File: config.mk
export PLATFORM = sky130hd
export DESIGN_NAME = blx_exec
export DESIGN_NICKNAME = d
export VERILOG_FILES = /design/src/core/blx_pkg.sv /design/src/core/blx_dec_if.sv /design/src/core/blx_exec.sv /design/src/core/blx_decode.sv /design/src/core/blx_stack.sv
export VERILOG_INCLUDE_DIRS = /design/src /design/src/core
export SDC_FILE = /design/constraint.sdc
export NUM_CORES = 1
export LEC_CHECK = 0
export BUFFER_PORTS_ARGS = -buffer_cell sky130_fd_sc_hd__buf_2
export CORE_UTILIZATION = 50
export DETAILED_ROUTE_END_ITERATION = 12
export PLACE_DENSITY = 0.85
export SLEW_MARGIN = 0
export SYNTH_ARGS = -nofsm -noshare
export SYNTH_HDL_FRONTEND = slang
export SYNTH_SLANG_ARGS = --single-unit
export TNS_END_PERCENT = 20
File: constraint.sdc
create_clock -name clk_i -period 4.7 [get_ports clk_i]
set_clock_uncertainty 0.05 [all_clocks]
set_input_delay 0.94 -clock clk_i [delete_from_list [all_inputs] [get_ports clk_i]]
set_output_delay 0.94 -clock clk_i [all_outputs]
set_load 0.01 [all_outputs]
File: src/core/blx_cfg.svh
// Constants for the bit, logic, call and watchdog-clear execution unit.
// Assumes nothing; definitions only, included by bare name.
`ifndef BLX_CFG_SVH
`define BLX_CFG_SVH

// ----------------------------------------
// Opcode fields of the 12-bit instruction
// ----------------------------------------
`define BLX_OPC_BSF4     4'h5
`define BLX_OPC_BTC4     4'h6
`define BLX_OPC_BTS4     4'h7
`define BLX_OPC_CALL4    4'h9
`define BLX_OPC_AND6     6'h05
`define BLX_OPC_CLRW12   12'h040
`define BLX_OPC_CWDT12   12'h004
`define BLX_OPC_NOP12    12'h000

// ----------------------------------------
// Field positions
// ----------------------------------------
`define BLX_F_MSB        4
`define BLX_B_LSB        5
`define BLX_B_MSB        7
`define BLX_D_BIT        5
`define BLX_K_MSB        7
`define BLX_ST_PAGE_LSB  5
`define BLX_ST_PAGE_MSB  6
`define BLX_ST_Z_BIT     2

// ----------------------------------------
// Reset values and fixed addresses
// ----------------------------------------
`define BLX_BYTE_ZERO    8'h00
`define BLX_PC_RESET     11'h000
`define BLX_TMR_ADDR     5'h01

`endif

File: src/core/blx_pkg.sv
// Types shared by the execution unit and its helpers.
// Assumes the cfg header is compiled alongside.
package blx_pkg;
    typedef enum logic [2:0] {
        BLX_OP_NONE,
        BLX_OP_BSF,
        BLX_OP_AND,
        BLX_OP_BTC,
        BLX_OP_BTS,
        BLX_OP_CLEAR_ACCUM_OP,
        BLX_OP_CALL,
        BLX_OP_CWDT
    } blx_op_t;
endpackage : blx_pkg

File: src/core/blx_dec_if.sv
// Decoded instruction fields passed from decoder to executor.
// Assumes a single clock domain.
`timescale 1ns/100ps
interface blx_dec_if;
    blx_pkg::blx_op_t op;
    logic [4:0] faddr;
    logic [2:0] bsel;
    logic dest_f;
    logic [7:0] lit;
    modport dec (output op, faddr, bsel, dest_f, lit);
    modport exe (input op, faddr, bsel, dest_f, lit);
endinterface : blx_dec_if

File: src/core/blx_exec.sv
// Execution unit for bit set, bit test and skip, AND with file,
// accumulator clear, subroutine call and watchdog clear.
// Assumes one instruction presented per cycle with instr_valid_i; the
// file register byte at the decoded address is read on file_rdata_i in
// the same cycle (combinational read by the surrounding core).
`timescale 1ns/100ps
`include "blx_cfg.svh"

module blx_exec #(
    parameter int STACK_DEPTH = 2,
    parameter int WDT_W = 8
) (
    // Clock and reset
    input wire logic clk_i,
    input wire logic rstn_i,
    // Instruction stream
    input wire logic [11:0] instr_i,
    input wire logic instr_valid_i,
    output logic instr_kill_o,
    output logic busy_o,
    // File register port
    input wire logic [7:0] file_rdata_i,
    output logic [4:0] file_addr_o,
    output logic [7:0] file_wdata_o,
    output logic file_we_o,
    // Status register bits <6:5>
    input wire logic [7:0] status_i,
    // Prescaler assignment and events
    input wire logic psa_wdt_i,
    input wire logic wdt_tick_i,
    input wire logic psc_tick_i,
    // Architectural state
    output logic [7:0] accum_o,
    output logic zero_flag_o,
    output logic timeout_flag_o,
    output logic powerdown_flag_o,
    output logic [10:0] program_counter_o,
    output logic [10:0] stack_top_o,
    output logic [WDT_W-1:0] watchdog_counter_o,
    output logic [7:0] prescaler_o
);
    // ----------------------------------------
    // Decode
    // ----------------------------------------
    blx_dec_if dif();

    blx_decode u_dec (
        .instr_i(instr_i),
        .dec(dif.dec)
    );

    logic [7:0] accum_r;
    logic zero_r;
    logic to_r;
    logic pd_r;
    logic [10:0] pc_r;
    logic [WDT_W-1:0] wdt_r;
    logic [7:0] psc_r;
    logic kill_r;
    logic call2_r;

    // ----------------------------------------
    // Execute enables
    // ----------------------------------------
    logic exec;
    logic is_bsf;
    logic is_and;
    logic is_btc;
    logic is_bts;
    logic is_clear_accum_op;
    logic is_call;
    logic is_cwdt;
    logic tbit;
    logic skip;
    logic [7:0] and_res;
    logic [10:0] pc_inc;

    // A killed slot is the no-op that replaces the discarded prefetch
    assign exec = instr_valid_i && !kill_r && !call2_r;
    assign is_bsf = exec && (dif.op == blx_pkg::BLX_OP_BSF);
    assign is_and = exec && (dif.op == blx_pkg::BLX_OP_AND);
    assign is_btc = exec && (dif.op == blx_pkg::BLX_OP_BTC);
    assign is_bts = exec && (dif.op == blx_pkg::BLX_OP_BTS);
    assign is_clear_accum_op = exec && (dif.op == blx_pkg::BLX_OP_CLEAR_ACCUM_OP);
    assign is_call = exec && (dif.op == blx_pkg::BLX_OP_CALL);
    assign is_cwdt = exec && (dif.op == blx_pkg::BLX_OP_CWDT);

    assign tbit = file_rdata_i[dif.bsel];
    assign skip = (is_btc && !tbit) || (is_bts && tbit);
    assign and_res = accum_r & file_rdata_i;
    assign pc_inc = pc_r + 11'h001;

    // ----------------------------------------
    // File register write path
    // ----------------------------------------
    always_comb begin
        file_addr_o = dif.faddr;
        file_wdata_o = file_rdata_i | (8'h01 << dif.bsel);
        file_we_o = is_bsf;
        if (is_and) begin
            file_wdata_o = and_res;
            file_we_o = dif.dest_f;
        end
    end

    // ----------------------------------------
    // Accumulator and zero flag
    // ----------------------------------------
    always_ff @(posedge clk_i or negedge rstn_i) begin
        if (!rstn_i) begin
            accum_r <= `BLX_BYTE_ZERO;
        end else if (is_clear_accum_op) begin
            accum_r <= `BLX_BYTE_ZERO;
        end else if (is_and && !dif.dest_f) begin
            accum_r <= and_res;
        end
    end

    always_ff @(posedge clk_i or negedge rstn_i) begin
        if (!rstn_i) begin
            zero_r <= 1'b0;
        end else if (is_clear_accum_op) begin
            zero_r <= 1'b1;
        end else if (is_and) begin
            zero_r <= (and_res == `BLX_BYTE_ZERO);
        end
    end

    // ----------------------------------------
    // Skip and call second-cycle slots
    // ----------------------------------------
    always_ff @(posedge clk_i or negedge rstn_i) begin
        if (!rstn_i) begin
            kill_r <= 1'b0;
        end else if (instr_valid_i) begin
            kill_r <= skip;
        end
    end

    always_ff @(posedge clk_i or negedge rstn_i) begin
        if (!rstn_i) begin
            call2_r <= 1'b0;
        end else if (instr_valid_i) begin
            call2_r <= is_call;
        end
    end

    // ----------------------------------------
    // Program counter and return stack
    // ----------------------------------------
    // Push uses the pre-call counter plus one, so the stack sees the return address
    blx_stack #(
        .DEPTH(STACK_DEPTH),
        .AW(11)
    ) u_stk (
        .clk_i(clk_i),
        .rstn_i(rstn_i),
        .push_i(is_call),
        .push_data_i(pc_inc),
        .pop_i(1'b0),
        .top_o(stack_top_o)
    );

    always_ff @(posedge clk_i or negedge rstn_i) begin
        if (!rstn_i) begin
            pc_r <= `BLX_PC_RESET;
        end else if (is_call) begin
            pc_r <= {status_i[`BLX_ST_PAGE_MSB:`BLX_ST_PAGE_LSB], 1'b0, dif.lit};
        end else if (instr_valid_i) begin
            pc_r <= pc_inc;
        end
    end

    // ----------------------------------------
    // Watchdog, prescaler and reset-cause flags
    // ----------------------------------------
    logic tmr_wb;
    assign tmr_wb = file_we_o && (dif.faddr == `BLX_TMR_ADDR);

    always_ff @(posedge clk_i or negedge rstn_i) begin
        if (!rstn_i) begin
            wdt_r <= '0;
        end else if (is_cwdt) begin
            wdt_r <= '0;
        end else if (wdt_tick_i) begin
            wdt_r <= wdt_r + 1'b1;
        end
    end

    // Clear wins over a tick arriving in the same cycle
    always_ff @(posedge clk_i or negedge rstn_i) begin
        if (!rstn_i) begin
            psc_r <= `BLX_BYTE_ZERO;
        end else if (is_cwdt && psa_wdt_i) begin
            psc_r <= `BLX_BYTE_ZERO;
        end else if (tmr_wb && !psa_wdt_i) begin
            psc_r <= `BLX_BYTE_ZERO;
        end else if (psc_tick_i) begin
            psc_r <= psc_r + 8'h01;
        end
    end

    // Active-low flags in the status word; one means no event seen
    always_ff @(posedge clk_i or negedge rstn_i) begin
        if (!rstn_i) begin
            to_r <= 1'b1;
            pd_r <= 1'b1;
        end else if (is_cwdt) begin
            to_r <= 1'b1;
            pd_r <= 1'b1;
        end
    end

    // ----------------------------------------
    // Outputs
    // ----------------------------------------
    assign instr_kill_o = kill_r;
    assign busy_o = kill_r || call2_r;
    assign accum_o = accum_r;
    assign zero_flag_o = zero_r;
    assign timeout_flag_o = to_r;
    assign powerdown_flag_o = pd_r;
    assign program_counter_o = pc_r;
    assign watchdog_counter_o = wdt_r;
    assign prescaler_o = psc_r;
endmodule : blx_exec

File: src/core/blx_decode.sv
// Combinational instruction decoder for the covered opcodes.
// Assumes a 12-bit instruction word held stable for one cycle.
`timescale 1ns/100ps
`include "blx_cfg.svh"
module blx_decode (
    // Instruction
    input wire logic [11:0] instr_i,
    // Decoded fields
    blx_dec_if.dec dec
);
    always_comb begin
        dec.faddr = instr_i[`BLX_F_MSB:0];
        dec.bsel = instr_i[`BLX_B_MSB:`BLX_B_LSB];
        dec.dest_f = instr_i[`BLX_D_BIT];
        dec.lit = instr_i[`BLX_K_MSB:0];
        if (instr_i == `BLX_OPC_CLRW12) begin
            dec.op = blx_pkg::BLX_OP_CLEAR_ACCUM_OP;
        end else if (instr_i == `BLX_OPC_CWDT12) begin
            dec.op = blx_pkg::BLX_OP_CWDT;
        end else if (instr_i[11:6] == `BLX_OPC_AND6) begin
            dec.op = blx_pkg::BLX_OP_AND;
        end else begin
            case (instr_i[11:8])
                `BLX_OPC_BSF4: dec.op = blx_pkg::BLX_OP_BSF;
                `BLX_OPC_BTC4: dec.op = blx_pkg::BLX_OP_BTC;
                `BLX_OPC_BTS4: dec.op = blx_pkg::BLX_OP_BTS;
                `BLX_OPC_CALL4: dec.op = blx_pkg::BLX_OP_CALL;
                default: dec.op = blx_pkg::BLX_OP_NONE;
            endcase
        end
    end
endmodule : blx_decode

File: src/core/blx_stack.sv
// Hardware return stack, depth a parameter; oldest entry lost on overflow.
// Assumes push and pop are never requested together.
`timescale 1ns/100ps
module blx_stack #(
    parameter int DEPTH = 2,
    parameter int AW = 11
) (
    // Clock and reset
    input wire logic clk_i,
    input wire logic rstn_i,
    // Push and pop
    input wire logic push_i,
    input wire logic [AW-1:0] push_data_i,
    input wire logic pop_i,
    output logic [AW-1:0] top_o
);
    logic [AW-1:0] ent_r [DEPTH];

    // Shift register: a push moves every entry down one place
    genvar gi;
    generate
        for (gi = 0; gi < DEPTH; gi++) begin : g_ent
            always_ff @(posedge clk_i or negedge rstn_i) begin
                if (!rstn_i) begin
                    ent_r[gi] <= '0;
                end else if (push_i) begin
                    ent_r[gi] <= (gi == 0) ? push_data_i : ent_r[(gi == 0) ? 0 : gi - 1];
                end else if (pop_i) begin
                    ent_r[gi] <= (gi == DEPTH - 1) ? ent_r[gi]
                                 : ent_r[(gi == DEPTH - 1) ? gi : gi + 1];
                end
            end
        end
    endgenerate

    assign top_o = ent_r[0];
endmodule : blx_stack

* Word-level counts from Yosys, hierarchy flattened
Cells that the tools add are included.
** Storage, ports and cells
- Register bits after elaboration :: 49
- Input bits :: 34
- Output and inout bits :: 65
- Word-level logic and storage cells :: 77
** Operators by class
- Add/sub/neg operators :: 3
- $lt $le $gt $ge :: 1
- Equal/unequal tests :: 15
- Shift operators :: 1
- Muxes and demuxes :: 19
- Bitwise logic cells :: 2
- Reduce and logical (&&, ||, !) cells :: 28
** Operators with widths (number)
- 8-bit 2-to-1 mux :: 8
- 11-bit 2-to-1 mux :: 2
- 8-bit by 1-bit adder with 8-bit output (second input constant) :: 2
- 1-bit logical AND :: 15
- 12-bit by 3-bit == test with 1-bit output (second input constant) :: 1
- 12-bit by 7-bit == test with 1-bit output (second input constant) :: 1
- 3-bit == test (second input constant) :: 4
- 4-bit by 3-bit == test with 1-bit output (second input constant) :: 3
- 3-bit one-hot mux with 4 select lines :: 1
- 11-bit by 1-bit adder with 11-bit output (second input constant) :: 1
- 3-bit 2-to-1 mux :: 3
- 8-bit AND :: 1
- 8-bit zero test :: 1
- 8-bit OR :: 1
- 2-bit nonzero test :: 4
- 1-bit by 3-bit left shift with 8-bit output (first input constant) :: 1
- 3-bit by 2-bit == test with 1-bit output (second input constant) :: 2
- 6-bit by 3-bit == test with 1-bit output (second input constant) :: 1
- 5-bit by 1-bit == test with 1-bit output (second input constant) :: 1
- 1-bit zero test :: 5
- 4-bit == test (second input constant) :: 1
- 3-bit by 4-bit less-than comparator with 1-bit output (second input constant) :: 1
- 1-bit 2-to-1 mux :: 4
- 1-bit binary-select mux with 3-bit select :: 1
- 3 further kinds :: 4

* Depth between registers and ports, before layout
- Depth after elaboration :: 12
- Gate-level depth with buffers :: 7
- Mapped depth without buffers :: 6

* Cells and area by module
A second synthesis with hierarchy kept.
** Second synthesis, totals
- Cell total of the unflattened synthesis :: 352
- Area total of the unflattened synthesis :: 3558.4 µm²
** Modules (own cells, without submodules)
- blx_exec :: times used 1, cells each 236, area each 2254.7 µm², sequential area each 950.9 µm²
- blx_stack :: times used 1, cells each 82, area each 1046.0 µm², sequential area each 550.5 µm²
- blx_decode :: times used 1, cells each 34, area each 257.7 µm², sequential area each 0.0 µm²

* Worst setup path after synthesis
No wires, ideal clock.
- Path kind :: input to output
- From :: input port instr_i[8]
- To :: output port file_wdata_o[7]
- Arrival time :: 2.343 ns
- Required time :: 3.710 ns
- Setup slack :: 1.367 ns
- Stages :: 7
- Path buffers :: 2
- Cell sequence :: clkbuf_1 nor4_2 nand4_2 nand4_1 clkbuf_1 inv_1 o21ai_0
** Between the ends
- Longest elaborated chain between the ends :: 8
- Elaborated cells on any way between the ends :: 14
- Those cells by class :: eq/ne: 8; mux: 5; reduce/logical: 1
** Ends and longest elaborated chain
- start: declaration :: line blx_exec.sv:17 : input wire logic [11:0] instr_i,
- 4-bit == test / 4-bit by 3-bit == test with 1-bit output (equally long branches) :: line blx_decode.sv:23 : case (instr_i[11:8])
- 3-bit one-hot mux with 4 select lines :: line blx_decode.sv:23
- 3-bit 2-to-1 mux :: line blx_decode.sv:20 : end else if (instr_i[11:6] == `BLX_OPC_AND6) begin
- 3-bit 2-to-1 mux :: line blx_decode.sv:18 : end else if (instr_i == `BLX_OPC_CWDT12) begin
- 3-bit 2-to-1 mux * :: line blx_decode.sv:16 : if (instr_i == `BLX_OPC_CLRW12) begin
- 3-bit by 2-bit == test with 1-bit output * :: line blx_exec.sv:81 : assign is_and = exec && (dif.op == blx_pkg::BLX_OP_AND);
- 1-bit logical AND * :: line blx_exec.sv:81
- 8-bit 2-to-1 mux * :: line blx_exec.sv:100 : if (is_and) begin
- end: declaration :: line blx_exec.sv:24 : output logic [7:0] file_wdata_o,
Every way passes the cells marked *; elsewhere a longest branch is shown, timed or not.

* Final worst setup path
- From :: input port instr_i[11]
- To :: output port file_wdata_o[2]
Same word-level chain as after synthesis.

==> run summary <==
Post-CTS sizing = 0
Clock Latency Late Sink = 0.30 ns
Hpwl dp = 4790 um
Synth area leader = dfrtp_1
RSZ-0062 raised after global routing = no
Fin. Hold Viols = 0
Max Cap Viol = 0
DRT iter0 DRCs = 211
CP max-delay cell = a31oi_1
Final RePlAce weighted congestion = 0.801
Most frequent cells in the layout = 90 x buf_2, 53 x nor2_1, 49 x dfrtp_1
EDFF count, synth = 0
Inst Count DP = 463
Crit-path max FO = 20
Die H = 78.5 um
CTS buffer count = 5
CP required = 3.71 ns
Largest stage delay, worst path = 0.44 ns
Drt drc = 0
Final setup violation count = 0
Critical Path Source Type = input port
Yosys top cell area share = 41.9%
GR Overflow Total = 0
Leak = 1.70 nW
Kind of critical path = in -> out
FFs w/ async S/R, synth = 100%
Io pins = 99
Clock transition at the registers of the reported paths = 0.08 ns
Final WS setup = 1.13 ns
PwrDens = 426 nW/um^2
Mapped Cells = 319
DR pass1 iterations = 6
Via count = 2613
# fillers = 499
Share of cells above drive strength 1 = 27.5%
Met3 Usage GRT = 5.00%
# diodes = 0
Post-CTS Hold Fix Bufs = 0
Die ar. = 6160 um^2
Min Tclk post-route = 3.57 ns
Cell Chain, Critical Path = buf_2 -> and4b_1 -> a31oi_1 -> nand4_1 -> buf_4 -> a31oi_1 -> nor2_1 -> buf_2
ANT nets after route = 0
I/O Buffers = 90
WHS = 0.449 ns
Fin crit share = 75.9%
Largest net degree at the start of global routing = 50
Core Footprint = 5570 um^2
Area grow syn2layout = 17.5%
Area of the mapped netlist = 2930 um^2
WL/cell = 14.3 um
Post-CTS Setup Inserts = 0
Final std cells w/o fill = 469
CTS max path bufs = 2
Hold WC Path Type = reg -> reg
Util after Layout = 61.6%
Post-synth cell types = 53
Final net count = 435
Synth Register Bits = 49
Reg2Reg Setup Slack = 2.51 ns
Yosys warns = 0
CP Capture Type = primary output
Die W = 78.5 um
Worst-Margin Slew = 1.10 ns
H-tree levels = 2
Final WL = 6700 um
Pre-CTS WS = 1.16 ns
Avg Cell Area, Syn = 9.17 um^2
Status = completed
Initial antenna violation count = 0
Avg Vias per Cell = 5.57
Root Buffer = clkbuf_8
Initial Util = 52.5%
Rows = 27
Final Max Tran Viols = 0
Grt met1 use = 31.2%
Worst Path Arrival = 2.58 ns
Clk sinks = 49
Setup TNS = 0 ns
Area contributors post-synth = dfrtp_1 42%, nor2_1 6.8%, xnor2_1 4.2%
CTS tree = yes
Met2 Track Usage GR = 36.1%
GRT Util Overall = 22.7%
Most used DFF post-synth = dfrtp_1
Fmax = 280 MHz
Peak VDD IR = 0.000228 V
Register area share after synthesis = 41.9%
Number of global-route vias before repair = 2355
Gr busiest metal = met2
Commonest non-fill, non-tap cell in the layout = buf_2
First-pass GRT wire length = 11100 um
Relative slew slack = 26.7%
layout make-up:
cell class                 instances  area, um^2  share of cell area (%)
clock buffer                       5        68.8                    2.00
clock inverter                     1        5.00                   0.146
inverter                          13        48.8                    1.42
multi-input combinational        237        1530                    44.6
sequential                        49        1230                    35.7
tap                               72        90.1                    2.62
timing repair buffer              92         465                    13.5
synthesized netlist by cell type (2+ instances only):
cell and number:
buf_4 8, mux2i_1 10, nand2_1 24, nor3_1 5, nand3_1 4, o21ai_1 4
nor2b_1 4, nand3b_1 2, a211oi_2 2, buf_2 5, dfrtp_1 49, or4_1 3
clkbuf_1 7, a31oi_1 9, xnor2_1 14, a211o_1 2, a211oi_1 4, o31ai_1 8
mux4_2 2, nor4_1 2, nor4_2 2, o21ai_0 5, ha_1 3, nor2_1 53
nand4_1 11, o211ai_1 2, a21oi_1 12, a22oi_1 8, inv_1 13, and3_1 8
a21o_1 2, xor2_1 11
critical path, delay by kind of cell:
family	cells	cell delay, ns
AO/OA/AOI/OAI	2	0.67
AND/OR/NAND/NOR	3	0.44
buffers and inverters	3	0.52
logic make-up after synthesis:
logic type	synth area share, %
buffers and inverters	5.86
xor gates and xnor gates	7.49
other	0.128
muxes	5.73
DFF	41.9
adders and majority gates	1.28
AOI/OAI and AO/OA	16.0
and+or+nand+nor	21.6
where the power goes:
| part | switching, mW | internal, mW | total [mW] |
|---|---|---|---|
| clock | 0.134 | 0.0982 | 0.233 |
| combinational | 0.293 | 0.261 | 0.554 |
| sequential | 0.138 | 0.537 | 0.675 |
registers in the layout (all words and copies together) (netlist names):
| name | cells |
|---|---|
| prescaler_o | 8 |
| instr_kill_o | 1 |
| watchdog_counter_o | 8 |
| program_counter_o | 11 |
| u_stk.top_o | 11 |
| call2_r | 1 |
| accum_o | 8 |
| zero_flag_o | 1 |
metrics by stage:
step / instance area (um^2) / power (mW)
2_1_floorplan: 2930 / 1.02
3_3_place_gp: 3360 / 1.22
3_5_place_dp: 3360 / 1.24
4_1_cts: 3440 / 1.47
5_1_grt: 3440 / 1.57
6_report: 3440 / 1.46
metal layers:
metal,up-vias,wire (um)
met5,-,0
met4,0,92
met3,9,343
met2,76,3180
met1,1249,3080
li1,1279,-
worst paths after layout:
kind | to | from | cells after the start
setup / recovery | file_wdata_o[2] | instr_i[11] | 8
hold / removal | call2_r | call2_r | 1
setup reg to reg | program_counter_o[9] | instr_kill_o | 6
hold reg to reg | call2_r | call2_r | 1
max in group asynchronous | u_stk.top_o[2] | rstn_i | 1
min in group asynchronous | watchdog_counter_o[3] | rstn_i | 1
Power figures use the tool's default switching activity.
